`src/octal_switch_pkg.sv`:
```
// shared constants for the octal switch serial control block
package octal_switch_pkg;
	localparam int unsigned CLK_HZ        = 20_000_000;
	localparam int unsigned FRAME_BITS    = 16;
	localparam int unsigned CNT_W         = 5;
	localparam logic [4:0]  FRAME_LEN     = 5'h10;
	localparam logic [4:0]  CNT_MAX       = 5'h1f;
	localparam logic [7:0]  CTRL_DIAG_ONLY = 8'h00;
	localparam int unsigned NUM_CH        = 8;
	localparam int unsigned NUM_PAR       = 4;
	// two diagnostic bits per channel, channel 8 in bits 15:14
	localparam logic [1:0]  DIAG_NORMAL   = 2'h3;
	localparam logic [1:0]  DIAG_OVERLOAD = 2'h2;
	localparam logic [1:0]  DIAG_OPEN     = 2'h1;
	localparam logic [1:0]  DIAG_SHORT    = 2'h0;
	localparam logic [15:0] DIAG_RST      = 16'hffff;
	// thermal restart pattern, times in microseconds
	localparam int unsigned TICK_US       = 1;
	localparam int unsigned THERM_PERIOD_US = 1000;
	localparam int unsigned THERM_ON_US   = 100;
	localparam int unsigned TICK_CYC      = CLK_HZ / 1_000_000 * TICK_US;
	localparam logic [4:0]  TICK_LAST     = 5'(TICK_CYC - 1);
	localparam logic [9:0]  SLOT_LAST     = 10'(THERM_PERIOD_US / TICK_US - 1);
	localparam logic [9:0]  SLOT_ON       = 10'(THERM_ON_US / TICK_US);
	// bit positions in the synchronised pin vector
	localparam int unsigned SYNC_W        = 41;
	localparam int unsigned P_CS_N        = 0;
	localparam int unsigned P_SCLK        = 1;
	localparam int unsigned P_SI          = 2;
	localparam int unsigned P_RESET_N     = 3;
	localparam int unsigned P_POL         = 4;
	localparam int unsigned P_DRIVE       = 5;
	localparam int unsigned P_OVL         = 9;
	localparam int unsigned P_OVT         = 17;
	localparam int unsigned P_OPEN        = 25;
	localparam int unsigned P_SHORT       = 33;
endpackage

```
`src/pin_sync_if.sv`:
```
// carrier between the pin synchroniser and the control logic
`timescale 1ns/100ps
interface pin_sync_if #(parameter int unsigned W = 1);
	logic [W-1:0] raw;
	logic [W-1:0] clean;
	modport sync (input raw, output clean);
	modport user (output raw, input clean);
endinterface

```
`src/pin_sync.sv`:
```
// three-stage pin synchroniser with agreement of the last two stages
`timescale 1ns/100ps
module pin_sync #(
	parameter int unsigned W = 1
) (
	input  wire logic    clk,
	input  wire logic    sys_rst,
	pin_sync_if.sync     pins
);
	typedef struct packed {
		logic [W-1:0] s1;
		logic [W-1:0] s2;
		logic [W-1:0] s3;
		logic [W-1:0] clean;
	} sync_state_t;

	sync_state_t s_q;
	sync_state_t s_d;

	always_comb begin
		s_d    = s_q;
		s_d.s1 = pins.raw;
		s_d.s2 = s_q.s1;
		s_d.s3 = s_q.s2;
		// a change is taken only once stages two and three agree
		s_d.clean = (~(s_q.s2 ^ s_q.s3) & s_q.s2)
			| ((s_q.s2 ^ s_q.s3) & s_q.clean);
	end

	always_ff @(posedge clk) begin
		if (sys_rst) begin
			s_q <= '0;
		end else begin
			s_q <= s_d;
		end
	end

	assign pins.clean = s_q.clean;
endmodule

```
`src/octal_switch_serial_control.sv`:
```
// serial control, output latches and diagnosis of the octal switch
`timescale 1ns/100ps
module octal_switch_serial_control
	import octal_switch_pkg::*;
(
	input  wire logic                          clk,
	input  wire logic                          sys_rst,
	input  wire logic                          reset_n,
	input  wire logic                          cs_n,
	input  wire logic                          sclk,
	input  wire logic                          si,
	output logic                               so_o,
	output logic                               so_oe,
	input  wire logic                          input_polarity_select,
	input  wire logic                          parallel_drive_1,
	input  wire logic                          parallel_drive_2,
	input  wire logic                          parallel_drive_3,
	input  wire logic                          parallel_drive_4,
	input  wire logic [octal_switch_pkg::NUM_CH-1:0] overload_det,
	input  wire logic [octal_switch_pkg::NUM_CH-1:0] overtemp_det,
	input  wire logic [octal_switch_pkg::NUM_CH-1:0] open_load_det,
	input  wire logic [octal_switch_pkg::NUM_CH-1:0] short_gnd_det,
	output logic [octal_switch_pkg::NUM_CH-1:0]      current_limit,
	output logic                               power_channel_1,
	output logic                               power_channel_2,
	output logic                               power_channel_3,
	output logic                               power_channel_4,
	output logic                               power_channel_5,
	output logic                               power_channel_6,
	output logic                               power_channel_7,
	output logic                               power_channel_8,
	output logic                               fault_n_o,
	output logic                               fault_n_oe
);
	import octal_switch_pkg::*;

	typedef struct packed {
		logic                  sel;
		logic                  cs_prev;
		logic                  sclk_prev;
		logic [CNT_W-1:0]      cnt;
		logic [FRAME_BITS-1:0] rx;
		logic [FRAME_BITS-1:0] tx;
		logic [NUM_CH-1:0]     latch;
		logic [FRAME_BITS-1:0] diag;
		logic [NUM_CH-1:0]     outs;
		logic [NUM_CH-1:0]     climit;
		logic                  fault;
		logic                  so;
		logic [4:0]            div;
		logic [9:0]            slot;
	} ctrl_state_t;

	localparam ctrl_state_t RST_VAL = '{
		sel:       1'b0,
		cs_prev:   1'b1,
		sclk_prev: 1'b0,
		cnt:       '0,
		rx:        '0,
		tx:        '0,
		latch:     '0,
		diag:      DIAG_RST,
		outs:      '0,
		climit:    '0,
		fault:     1'b0,
		so:        1'b0,
		div:       '0,
		slot:      '0
	};

	ctrl_state_t s_q;
	ctrl_state_t s_d;

	pin_sync_if #(.W(SYNC_W)) pins ();

	assign pins.raw = {short_gnd_det, open_load_det, overtemp_det,
		overload_det, parallel_drive_4, parallel_drive_3,
		parallel_drive_2, parallel_drive_1, input_polarity_select,
		reset_n, si, sclk, cs_n};

	pin_sync #(.W(SYNC_W)) u_sync (
		.clk     (clk),
		.sys_rst (sys_rst),
		.pins    (pins)
	);

	logic              cs_c;
	logic              sclk_c;
	logic              si_c;
	logic              rst_pin_c;
	logic              pol_c;
	logic [NUM_PAR-1:0] drive_c;
	logic [NUM_CH-1:0] ovl_c;
	logic [NUM_CH-1:0] ovt_c;
	logic [NUM_CH-1:0] open_c;
	logic [NUM_CH-1:0] short_c;

	assign cs_c      = pins.clean[P_CS_N];
	assign sclk_c    = pins.clean[P_SCLK];
	assign si_c      = pins.clean[P_SI];
	assign rst_pin_c = ~pins.clean[P_RESET_N];
	assign pol_c     = pins.clean[P_POL];
	assign drive_c   = pins.clean[P_DRIVE +: NUM_PAR];
	assign ovl_c     = pins.clean[P_OVL +: NUM_CH];
	assign ovt_c     = pins.clean[P_OVT +: NUM_CH];
	assign open_c    = pins.clean[P_OPEN +: NUM_CH];
	assign short_c   = pins.clean[P_SHORT +: NUM_CH];

	// per-channel present fault code and fault flag
	logic [FRAME_BITS-1:0] code_now;
	logic [NUM_CH-1:0]     err_now;
	logic [NUM_CH-1:0]     par_gate;

	genvar g;
	generate
		for (g = 0; g < NUM_CH; g++) begin : g_ch
			always_comb begin
				err_now[g] = ovl_c[g] | ovt_c[g] | open_c[g] | short_c[g];
				if (ovl_c[g] || ovt_c[g]) begin
					code_now[2*g +: 2] = DIAG_OVERLOAD;
				end else if (short_c[g]) begin
					code_now[2*g +: 2] = DIAG_SHORT;
				end else if (open_c[g]) begin
					code_now[2*g +: 2] = DIAG_OPEN;
				end else begin
					code_now[2*g +: 2] = DIAG_NORMAL;
				end
			end
			if (g < NUM_PAR) begin : g_par
				// polarity pin selects the active level of the drive
				assign par_gate[g] = ~(drive_c[g] ^ pol_c);
			end else begin : g_ser
				assign par_gate[g] = 1'b1;
			end
		end
	endgenerate

	logic cs_fall;
	logic cs_rise;
	logic sclk_fall;
	logic sclk_rise;
	logic therm_on;

	assign cs_fall   = s_q.cs_prev & ~cs_c;
	assign cs_rise   = ~s_q.cs_prev & cs_c;
	// serial clock edges count only while selected
	assign sclk_fall = s_q.sel & ~cs_c & s_q.sclk_prev & ~sclk_c;
	assign sclk_rise = s_q.sel & ~cs_c & ~s_q.sclk_prev & sclk_c;
	assign therm_on  = (s_q.slot < SLOT_ON);

	always_comb begin
		s_d           = s_q;
		s_d.cs_prev   = cs_c;
		s_d.sclk_prev = sclk_c;
		s_d.climit    = ovl_c;

		// thermal restart time base
		if (s_q.div == TICK_LAST) begin
			s_d.div = '0;
			if (s_q.slot == SLOT_LAST) begin
				s_d.slot = '0;
			end else begin
				s_d.slot = s_q.slot + 10'h001;
			end
		end else begin
			s_d.div = s_q.div + 5'h01;
		end

		// diagnosis register: a new error overwrites the old report
		for (int c = 0; c < NUM_CH; c++) begin
			if (err_now[c]) begin
				s_d.diag[2*c +: 2] = code_now[2*c +: 2];
			end else if (cs_rise) begin
				s_d.diag[2*c +: 2] = DIAG_NORMAL;
			end
		end

		if (cs_fall) begin
			s_d.sel = 1'b1;
			s_d.cnt = '0;
			s_d.rx  = '0;
			// the stored diagnosis goes out, a fault first seen in this cycle is not in it
			s_d.tx  = s_q.diag;
			s_d.so  = s_q.diag[FRAME_BITS-1];
		end else if (cs_rise) begin
			s_d.sel = 1'b0;
			if (s_q.sel && s_q.cnt == FRAME_LEN
				&& s_q.rx[15:8] != CTRL_DIAG_ONLY) begin
				s_d.latch = s_q.rx[7:0];
			end
		end else begin
			if (sclk_fall) begin
				s_d.rx = {s_q.rx[FRAME_BITS-2:0], si_c};
				if (s_q.cnt != CNT_MAX) begin
					s_d.cnt = s_q.cnt + 5'h01;
				end
			end
			// first bit is already out, later rising edges advance
			if (sclk_rise && s_q.cnt != '0) begin
				s_d.tx = {s_q.tx[FRAME_BITS-2:0], 1'b1};
				s_d.so = s_q.tx[FRAME_BITS-2];
			end
		end

		// effective outputs: latch, parallel AND and thermal pattern
		s_d.outs = s_q.latch & par_gate
			& ~(ovt_c & {NUM_CH{~therm_on}});

		s_d.fault = |err_now || (s_q.diag != DIAG_RST);

		if (rst_pin_c) begin
			// also hides the false select while the pins settle after reset
			s_d.sel   = 1'b0;
			s_d.rx    = '0;
			s_d.tx    = '0;
			s_d.cnt   = '0;
			s_d.latch = '0;
			s_d.outs  = '0;
		end
	end

	always_ff @(posedge clk) begin
		if (sys_rst) begin
			s_q <= RST_VAL;
		end else begin
			s_q <= s_d;
		end
	end

	assign so_o          = s_q.so;
	assign so_oe         = s_q.sel;
	assign current_limit = s_q.climit;
	assign power_channel_1 = s_q.outs[0];
	assign power_channel_2 = s_q.outs[1];
	assign power_channel_3 = s_q.outs[2];
	assign power_channel_4 = s_q.outs[3];
	assign power_channel_5 = s_q.outs[4];
	assign power_channel_6 = s_q.outs[5];
	assign power_channel_7 = s_q.outs[6];
	assign power_channel_8 = s_q.outs[7];
	// open drain: pulls low while a fault is present or latched
	assign fault_n_o     = 1'b0;
	assign fault_n_oe    = s_q.fault;
endmodule

```
`config.mk`:
```
export PLATFORM = sky130hd
export DESIGN_NAME = octal_switch_serial_control
export DESIGN_NICKNAME = d
export VERILOG_FILES = /design/src/octal_switch_pkg.sv /design/src/pin_sync_if.sv /design/src/pin_sync.sv /design/src/octal_switch_serial_control.sv
export SDC_FILE = /design/constraint.sdc
export NUM_CORES = 1
export LEC_CHECK = 0
export ABC_AREA = 1
export CAP_MARGIN = 20
export CORE_UTILIZATION = 56
export DETAILED_ROUTE_END_ITERATION = 16
export DONT_BUFFER_PORTS = 1
export GPL_ROUTABILITY_DRIVEN = 1
export HOLD_SLACK_MARGIN = 0.06
export MAX_ROUTING_LAYER = met4
export PLACE_DENSITY = 0.71
export SLEW_MARGIN = 20
export SYNTH_ARGS = -nofsm -noshare
export SYNTH_HDL_FRONTEND = slang
export SYNTH_SLANG_ARGS = --single-unit
```
`constraint.sdc`:
```
create_clock -name clk -period 3.6 [get_ports clk]
set_input_delay 0.36 -clock clk [delete_from_list [all_inputs] [get_ports clk]]
set_output_delay 0.36 -clock clk [all_outputs]
set_load 0.05 [all_outputs]
```
==> metrics.md, run 1 <==
| Metric | Value |
|---|---|
| Power share of the clock group | 0.461 |
| Max-cap violations | 0 |
| Placed Area | 0.00915 mm2 |
| Nets | 1,210 |
| Sequential share of power | 0.509 |
| DP Wirelength | 10.8 mm |
| First-pass GRT wire length | 27.9 mm |
| Synth area leaders | dfxtp_1 57%, nor2_1 11%, inv_1 7.4%, nand2_1 4.8%, a21oi_1 4.6% |
| Final instance area | 0.0105 mm2 |
| Dpl ws | 1.53 ns |
| I/O pin count | 63 |
| DRT Wirelength | 16.9 mm |
| Seq/Total Area, Yosys | 0.571 |
| Static Leakage | 4.37 nW |
| Fraction of layout cells with a size suffix above 1 | 0.0526 |
| Mapped Cells | 1,130 |
| Worst Skew | 0.0100 ns |
| Switch Pwr | 1.17 mW |
| Rel. slew slack | 0.441 |
| CTS sink cnt | 260 |
| Status | completed |
| Antenna cells | 0 |
| Power per cell area | 558 mW/mm2 |
| RSZ-0062 raised after global routing | no |
| Initial antenna violation count | 0 |
| Number of global-route vias before repair | 5,944 |
| Max Clk Rate | 0.480 GHz |
| #FFs+latches synth | 260 |
| IO buf count | 0 |
| Setup TNS | 0 ns |
| Final hold violations | 0 |
| # placed instances | 1,305 |
| GP Congestion | 0.863 |
| Total power | 5.84 mW |
| Gr usage total | 0.212 |
| Min Clock Period, post-route | 2.09 ns |
| Post-DRT Antenna Nets | 0 |
| Asr flop ratio synth | 0 |
| H-tree depth | 1 |
| Internal | 4.67 mW |
| Worst skew pair latency | 0.51 ns |
| Setup repair bufs after CTS | 0 |
| Crit. End Element | flip-flop |
| Grt met2 use | 0.336 |
| Die ar. | 0.0168 mm2 |
| Routed via count | 6,610 |
| Syn Area/Cell | 8.06 um2 |
| Crit Path Class | reg -> reg |
| Netlist cell types | 33 |
| Most frequent cell after synthesis | nor2_1 |
| Most Used Layer, Global Route | met2 |
| Combinational power share | 0.030 |
| CP Max Fanout | 20 |
| Vias/cell | 4.74 |
| Fill cell count | 1,325 |
| Drt drc | 0 |
| Grt met3 use | 0.0343 |
| Inserted Clock Buffers | 26 |
| Fin crit share | 0.579 |
| Clock root cell | clkbuf_16 |
| Startpoint class of the critical path | flip-flop |
| Die X | 130 um |
| Post_cts resized | 0 |
| Routed len/inst | 12.1 um |
| Drt first pass iters | 5 |
| Worst EP arrival | 2.46 ns |
| GRT Residual Overflow | 0 |
| Max IR drop VDD | 447 uV |
| Synthesized area | 0.00911 mm2 |
| Initial Util | 0.574 |
| Die height | 130 um |
| Max-slew violations | 0 |
| Largest net degree at the start of global routing | 137 |
| Syn_nets | 1,181 |
| Clk slew on worst S/H paths | 0.06 ns |
| DRT iter0 DRCs | 395 |
| Fin util | 0.659 |
| Met1 Use GR | 0.284 |
| Switch share | 0.200 |
| Critical Path RT | 3.98 ns |
| Final Setup Violations | 0 |
| Core area | 0.0159 mm2 |
| FP Rows | 46 |
| CTS hold repair buffers | 42 |
| Post-synth top flop | dfxtp_1 |
| Tightest Pin Transition | 0.839 ns |
| Worst hold-check path type | in -> reg |
| Final WS setup | 1.51 ns |
| Synth-to-layout area growth | 14.9% |
| CTS tree | yes |
| Synthesis warning total | 0 |
| Worst hold slack | 0.218 ns |
| Post-synth top area cell | dfxtp_1 |
| Synth top area share | 0.571 |
| Most frequent cells after synthesis | 265 x nor2_1, 260 x dfxtp_1, 179 x inv_1, 116 x nand2_1, 83 x a21oi_1 |
| Maximum clock insertion buffer count | 3 |
| EDFF count, synth | 0 |
| Final Non-Filler Cells | 1,394 |
## final timing paths
check                       start        endpoint  slack (ns)  cells after the start
hold reg to reg   u_sync.s_d[120]  u_sync.s_d[79]        0.40                      2
hold / removal            sys_rst       flip-flop        0.22                      3
setup reg to reg        flip-flop         s_q[82]        1.51                      7
setup / recovery        flip-flop         s_q[82]        1.51                      7
## logic make-up (layout without fill, tap and decap cells)
kind of cell | count (synthesis) | after routing | share of synthesized area
buffers and inverters | 227 | 275 | 0.103
DFF | 260 | 260 | 0.571
other | 1 | 1 | 0.000412
and+or+nand+nor | 455 | 455 | 0.207
AOI/OAI and AO/OA | 167 | 167 | 0.0949
adders and majority gates | 8 | 8 | 0.0110
xor gates and xnor gates | 4 | 4 | 0.00385
muxes | 8 | 8 | 0.00879
## worst max-delay path, cell delays in order, from the launching register on
cell and delay [ns]:
dfxtp_1 0.34, inv_2 0.09, ha_1 0.71, inv_1 0.26
nand2_1 0.20, inv_2 0.15, o21ai_0 0.12, a21oi_1 0.07
## routing by layer
layer | part of all wire | vias up | wire, um
met3 | 0.036 | 12 | 603
met4 | 0.011 | 0 | 184
met1 | 0.49 | 2949 | 8230
li1 | - | 3540 | -
met5 | 0 | - | 0
met2 | 0.47 | 109 | 7840
## power groups by stage
stage                     Clock [mW]  Combinational [mW]  Sequential, mW
after floorplan                    0               0.122            3.03
after global placement             0               0.113            3.03
after detailed placement           0               0.116            3.04
after CTS                       2.75               0.176            2.97
after global routing            2.88               0.203            2.98
final                           2.69               0.176            2.97
## area by class of cell
class                           count  area [um2]  area share
Clock inverter                      5        75.1     0.00717
Timing Repair Buffer               44         453      0.0433
Inverter                          184         691      0.0660
Multi-Input combinational cell    643        2970       0.284
Clock buffer                       42         802      0.0766
Sequential cell                   260        5200       0.497
Tap cell                          216         270      0.0258
## cell usage in the layout, fill, tap and decap left out
master / n
a211oi_1: 1
a21oi_1: 83
a31oi_1: 1
buf_16: 1
buf_4: 2
bufinv_16: 2
clkbuf_1: 8
clkbuf_16: 27
clkbuf_8: 7
clkinv_1: 2
clkinv_2: 3
conb_1: 1
dfxtp_1: 260
dlygate4sd3_1: 41
ha_1: 8
inv_1: 179
inv_2: 3
mux2i_1: 8
nand2_1: 116
nand2_2: 3
nand2_4: 2
nand3_1: 28
nand3b_1: 3
nand4_1: 14
nand4_2: 1
nor2_1: 265
nor2_2: 2
nor2_4: 5
nor3_1: 12
o21ai_0: 71
o21ai_1: 1
o21bai_1: 2
o31ai_1: 8
or2_2: 4
xnor2_1: 1
xor2_1: 3
No activity file was read; power rests on OpenSTA's default activity.
==> run 2: changes to the inputs <==
- PLACE_DENSITY: 0.71 -> 0.74
- clock period: 3.6 -> 1.9 ns (I/O delays scaled with it)
==> run 2 against run 1 <==
Net effect:
- die area did not move
- non-clock buffer count grew 38
- critical path depth up 1
- sequential share of layout area decreased by 2.0 points
- cell count increased by 2.7%
- worst setup slack worse by 1.4 ns
- combinational power rose by 98%
- register-to-register slack lost 1.4 ns
- global-route usage rose by 1.4 points
- flip-flop and latch count stayed put
- first-iteration DRC count grew 23%
- critical endpoint is now s_q[4]
- largest power group unchanged
==> metrics.md, run 2 (synthesis gave the netlist of run 1 again) <==
| Metric | Value |
|---|---|
| Status | completed |
| Initial Util | 0.574 |
| Commonest non-fill, non-tap cell in the layout | nor2_1 |
| Max Clk Rate | 0.567 GHz |
| Worst EP arrival | 2.16 ns |
| Final Non-Filler Cells | 1,432 |
| Clk slew on worst S/H paths | 0.06 ns |
| Initial antenna violation count | 0 |
| Routed len/inst | 12.5 um |
| DRT iter0 DRCs | 485 |
| H-tree depth | 1 |
| Number of global-route vias before repair | 6,428 |
| Antenna cells | 0 |
| R2R Path Start | s_q[10] |
| Most frequent cells in the layout | 264 x nor2_1, 260 x dfxtp_1, 179 x inv_1, 116 x nand2_1, 83 x a21oi_1 |
| Register area | 0.00520 mm2 |
| Fin crit share | 0.928 |
| Max-slew violations | 0 |
| Final Setup Violations | 0 |
| Crit path cell chain | ha_1 > nand2_1 > nor2_4 > buf_12 > nand2_1 > inv_1 > nor3_1 > dlygate4sd3_1 |
| Power per cell area | 1040 mW/mm2 |
| Die X | 130 um |
| FP Rows | 46 |
| Final hold violations | 0 |
| Tightest Pin Transition | 0.541 ns |
| Crit-path most repeated cell | nand2_1 |
| Worst path bufs/invs | 3 |
| Final instance area | 0.0109 mm2 |
| # placed instances | 1,311 |
| Rel. slew slack | 0.639 |
| Gr usage total | 0.227 |
| Routed via count | 6,974 |
| Min Clock Period, post-route | 1.76 ns |
| IO buf count | 0 |
| Vias/cell | 4.87 |
| Static Leakage | 4.67 nW |
| Maximum clock insertion buffer count | 3 |
| CP top delay family | buffers and inverters |
| Inserted Clock Buffers | 26 |
| Fraction of layout cells with a size suffix above 1 | 0.0633 |
| CP peak stage delay | 0.55 ns |
| Drt drc | 0 |
| CTS sink cnt | 260 |
| GRT Residual Overflow | 0 |
| Placed Area | 0.00920 mm2 |
| Worst Skew | 0.00538 ns |
| I/O pin count | 63 |
| DRT Wirelength | 17.9 mm |
| First-pass GRT wire length | 29.6 mm |
| Synth-to-layout area growth | 19.6% |
| Fill cell count | 1,243 |
| Area of the multi-input gates | 0.00297 mm2 |
| Largest net degree at the start of global routing | 92 |
| Die height | 130 um |
| CP max stage cell | dlygate4sd3_1 |
| GP Congestion | 0.826 |
| Crit Path Class | reg -> reg |
| Worst skew pair latency | 0.51 ns |
| Crit. Startpoint | s_q[10] |
| CTS tree | yes |
| Die ar. | 0.0168 mm2 |
| Post-DRT Antenna Nets | 0 |
| Hold_sp | sys_rst |
| Clock root cell | clkbuf_16 |
| Setup TNS | 0 ns |
| CP Max Fanout | 6 |
| Nets | 1,248 |
| Max IR drop VDD | 664 uV |
| Critical Path RT | 2.30 ns |
| Drt first pass iters | 4 |
| Max-cap violations | 0 |
| Worst hold-check path type | in -> reg |
| Startpoint class of the critical path | flip-flop |
| Crit. End Element | flip-flop |
| DP Wirelength | 10.9 mm |
| Core area | 0.0159 mm2 |
==> run 2: repair_timing <==
action | in CTS | in global routing
gates resized for setup | 0 | 1
hold buffers | 72 | 0
endpoints found under the setup margin | 0 | 2
hold endpoints to repair | 164 | 0
setup buffers | 0 | 2
==> run 2: path summary, 6_finish.rpt <==
kind                     to  cells past startpoint  slack (ns)
max                  s_q[4]                      8        0.14
min          u_sync.s_d[80]                      2         0.1
max reg2reg          s_q[4]                      8        0.14
min reg2reg  u_sync.s_d[58]                      2        0.40
==> run 2: final cells by class <==
cell class / count / area share
clock buffer: 41 / 0.0778
clock inverter: 6 / 0.00769
inverter: 184 / 0.0634
multi-input combinational: 643 / 0.273
sequential: 260 / 0.478
tap: 216 / 0.0248
timing repair buffer: 82 / 0.0758
==> run 2: power by group <==
group	switching [mW]	total, mW	internal, mW	leakage [nW]
Combinational	0.185	0.349	0.165	2.09
Clock	2.02	5.34	3.32	0.466
Sequential	0.0655	5.63	5.57	2.12
==> run 2: worst reg2reg max path, delay by kind of cell, from the launching register on <==
kind	cells	cell delay, ns
buffers and inverters	3	0.75
flip-flops	1	0.35
AND/OR/NAND/NOR	4	0.37
adder cells (fa/ha/maj)	1	0.20
==> run 2: stage by stage <==
stage               utilization  hold WS (ns)  setup slack [ns]  power, mW
finish                    0.686        0.0971             0.138       11.3
global route              0.686        0.0956          -0.00171       11.7
CTS                       0.684        0.0793             0.118       11.4
detailed placement        0.579         0.269             0.342       5.97
global placement          0.579         0.270             0.411       5.96
floorplan                     -         0.297             0.380       5.97
==> run 2: per-layer routing <==
metal,up-vias,share of wire,GRT usage
li1,3610,-,-
met1,3178,0.47,0.291
met2,157,0.47,0.375
met3,29,0.044,0.0330
met4,0,0.016,0.0609
met5,-,0,-
==> run 3: changes to the inputs <==
- ABC_AREA: 1 -> default
==> run 3 against run 2 <==
Net effect:
- sequential share of layout area decreased by 1.3 points
- critical path depth down 1
- sequential power about the same
- clock power up 2%
- die area fell by 2.2%
- synthesized area fell by 2.3%
- combinational power is 5% lower
- largest cell class unchanged
==> metrics.md, run 3 <==
| Metric | Value |
|---|---|
| Status | completed |
| CP Max Fanout | 5 |
| Post-synth top area cell | dfxtp_1 |
| Clock root cell | clkbuf_16 |
| Worst EP arrival | 2.22 ns |
| Drt first pass iters | 5 |
| GP Congestion | 0.804 |
| First-pass GRT wire length | 30.7 mm |
| Max-slew violations | 0 |
| Crit Path Class | reg -> reg |
| Synthesis warning total | 0 |
| Worst Skew | 0.00794 ns |
| Routed len/inst | 14.8 um |
| Worst path bufs/invs | 2 |
| #FFs+latches synth | 260 |
| Largest net degree at the start of global routing | 99 |
| Seq/Total Area, Yosys | 0.584 |
| I/O pin count | 63 |
| DRT iter0 DRCs | 477 |
| H-tree depth | 1 |
| Synth top area share | 0.584 |
| Post-DRT Antenna Nets | 0 |
| Metal3 WL | 690 um |
| Nets | 1,065 |
| Synth area leaders | dfxtp_1 58%, nor2b_1 9.3%, a21oi_1 5.0%, mux2i_1 3.8%, o21ai_0 3.1% |
| R2R Setup Slk | 0.11 ns |
| CTS tree | yes |
| CP peak stage delay | 0.40 ns |
| Total power | 11.4 mW |
| Vias/cell | 5.23 |
| Metal1 wirelength | 8.34 mm |
| CP top delay family | compound AO/OA/AOI/OAI gates |
| Worst hold slack | 0.134 ns |
| Worst R2R Path Depth | 7 |
| Gr usage total | 0.239 |
| Final hold violations | 0 |
| Netlist cell types | 43 |
| Die X | 128 um |
| CP max stage cell | or3b_4 |
| Crit. End Element | flip-flop |
| Fill cell count | 1,026 |
| CP endpoint | s_q[69] |
| Most frequent cell after synthesis | dfxtp_1 |
| Syn Area/Cell | 9.83 um2 |
| Startpoint class of the critical path | flip-flop |
| Drt drc | 0 |
| Crit path cell chain | inv_1 > ha_1 > or3b_4 > o21a_4 > buf_4 > mux2i_1 > a211oi_1 |
| IO buf count | 0 |
| Inserted Clock Buffers | 25 |
| Min Clock Period, post-route | 1.79 ns |
| Syn_nets | 957 |
| Setup TNS | 0 ns |
| Fraction of layout cells with a size suffix above 1 | 0.0833 |
| RSZ-0062 raised after global routing | no |
| EDFF count, synth | 0 |
| Worst skew pair latency | 0.52 ns |
| GRT Residual Overflow | 0 |
| Mapped Cells | 906 |
| Post-synth top flop | dfxtp_1 |
| # placed instances | 1,086 |
| Core area | 0.0154 mm2 |
| R2R Path Start | s_q[89] |
| DRT Wirelength | 18.4 mm |
| Critical Path RT | 2.33 ns |
| Static Leakage | 4.49 nW |
| Max Clk Rate | 0.558 GHz |
| Number of global-route vias before repair | 6,417 |
| Asr flop ratio synth | 0 |
| Max-cap violations | 0 |
| Final Setup Violations | 0 |
| Antenna cells | 0 |
| Synth-to-layout area growth | 25.8% |
| Max layer used | met4 |
| Most frequent cells in the layout | 260 x dfxtp_1, 133 x nor2b_1, 111 x dlygate4sd3_1, 89 x a21oi_1, 70 x nand2_1 |
| Maximum clock insertion buffer count | 3 |
| Initial antenna violation count | 0 |
| R2r endpoint | s_q[69] |
| DR WL met2 | 8.96 mm |
| Commonest non-fill, non-tap cell in the layout | dfxtp_1 |
| Most frequent cells after synthesis | 260 x dfxtp_1, 133 x nor2b_1, 89 x a21oi_1, 70 x nand2_1, 56 x o21ai_0 |
| Fin crit share | 0.944 |
| Power per cell area | 1020 mW/mm2 |
| Die height | 128 um |
| Synthesized area | 0.00891 mm2 |
| FP Rows | 45 |
| Final Non-Filler Cells | 1,243 |
| Worst hold-check path type | in -> reg |
| Fin util | 0.729 |
| Levels on crit path | 7 |
| Clk slew on worst S/H paths | 0.06 ns |
| DP Wirelength | 9.84 mm |
| Tightest Pin Transition | 0.513 ns |
| Die ar. | 0.0164 mm2 |
| Rel. slew slack | 0.657 |
| Initial Util | 0.579 |
| Routed via count | 6,504 |
| CTS sink cnt | 260 |
| Max IR drop VDD | 957 uV |
| Crit. Startpoint | s_q[89] |
## run 3: cell types whose count changed after synthesis, sizes merged, moves of 16 or more
cell | previous run | this run
clkbuf | 11 | 38
inv | 182 | 22
mux2i | 8 | 34
nand2 | 121 | 70
nand3 | 28 | 12
nor2 | 272 | 45
nor2b | 0 | 133
## run 3: through the flow
stage          setup WS, ns  instance area (um2)
2_1_floorplan        0.0757                 8910
3_3_place_gp          0.119                 9130
3_5_place_dp         0.0233                 9130
4_1_cts              0.0147                11200
5_1_grt             0.00512                11200
6_report              0.107                11200
## run 3: kinds of logic (layout without fill, tap and decap cells)
kind of cell,after synthesis,in the layout,synth area share
AND/OR/NAND/NOR,332,332,0.200
flip-flops,260,260,0.584
AO/OA/AOI/OAI,177,177,0.111
buffers and inverters,77,203,0.0385
multiplexers,34,34,0.0382
XOR/XNOR,17,17,0.0167
adder cells (fa/ha/maj),8,8,0.0112
other,1,1,0.000421
## run 3: worst min-delay path by stage
stage	start	to	cells after the start
6_report	sys_rst	s_q[0]	2
5_1_grt	sys_rst	s_q[0]	2
4_1_cts	sys_rst	s_q[0]	2
3_5_place_dp	sys_rst	u_sync.s_d[83]	1
3_3_place_gp	sys_rst	u_sync.s_d[121]	1
2_1_floorplan	overtemp_det[1]	u_sync.s_d[100]	1
## run 3: layout make-up
| class | count | area, um2 | share of cell area |
|---|---|---|---|
| clock buffers | 36 | 717 | 0.0640 |
| clock inverters | 9 | 199 | 0.0178 |
| well taps | 211 | 264 | 0.0236 |
| repair buffers | 136 | 1360 | 0.121 |
| inverters | 22 | 82.6 | 0.00737 |
| flip-flops and latches | 260 | 5200 | 0.465 |
| multi-input cells | 569 | 3380 | 0.302 |
## run 3: metal layers
| metal | up-vias | GRT usage |
|---|---|---|
| li1 | 3262 | - |
| met1 | 3081 | 0.299 |
| met2 | 128 | 0.398 |
| met3 | 33 | 0.0363 |
| met4 | 0 | 0.0768 |
| met5 | - | - |
## run 3: timing repair
item / in CTS / in global routing
resized for setup: 0 / 5
hold buffers: 112 / 0
endpoints found under the hold margin: 204 / 0
buffers inserted: 0 / 0
endpoints found under the setup margin: 0 / 14
## run 3: where the power goes
group	switching (mW)	total, mW	internal [mW]
Sequential	0.0731	5.65	5.57
Clock	2.03	5.46	3.43
Combinational	0.135	0.332	0.197
Total	2.24	11.4	9.20
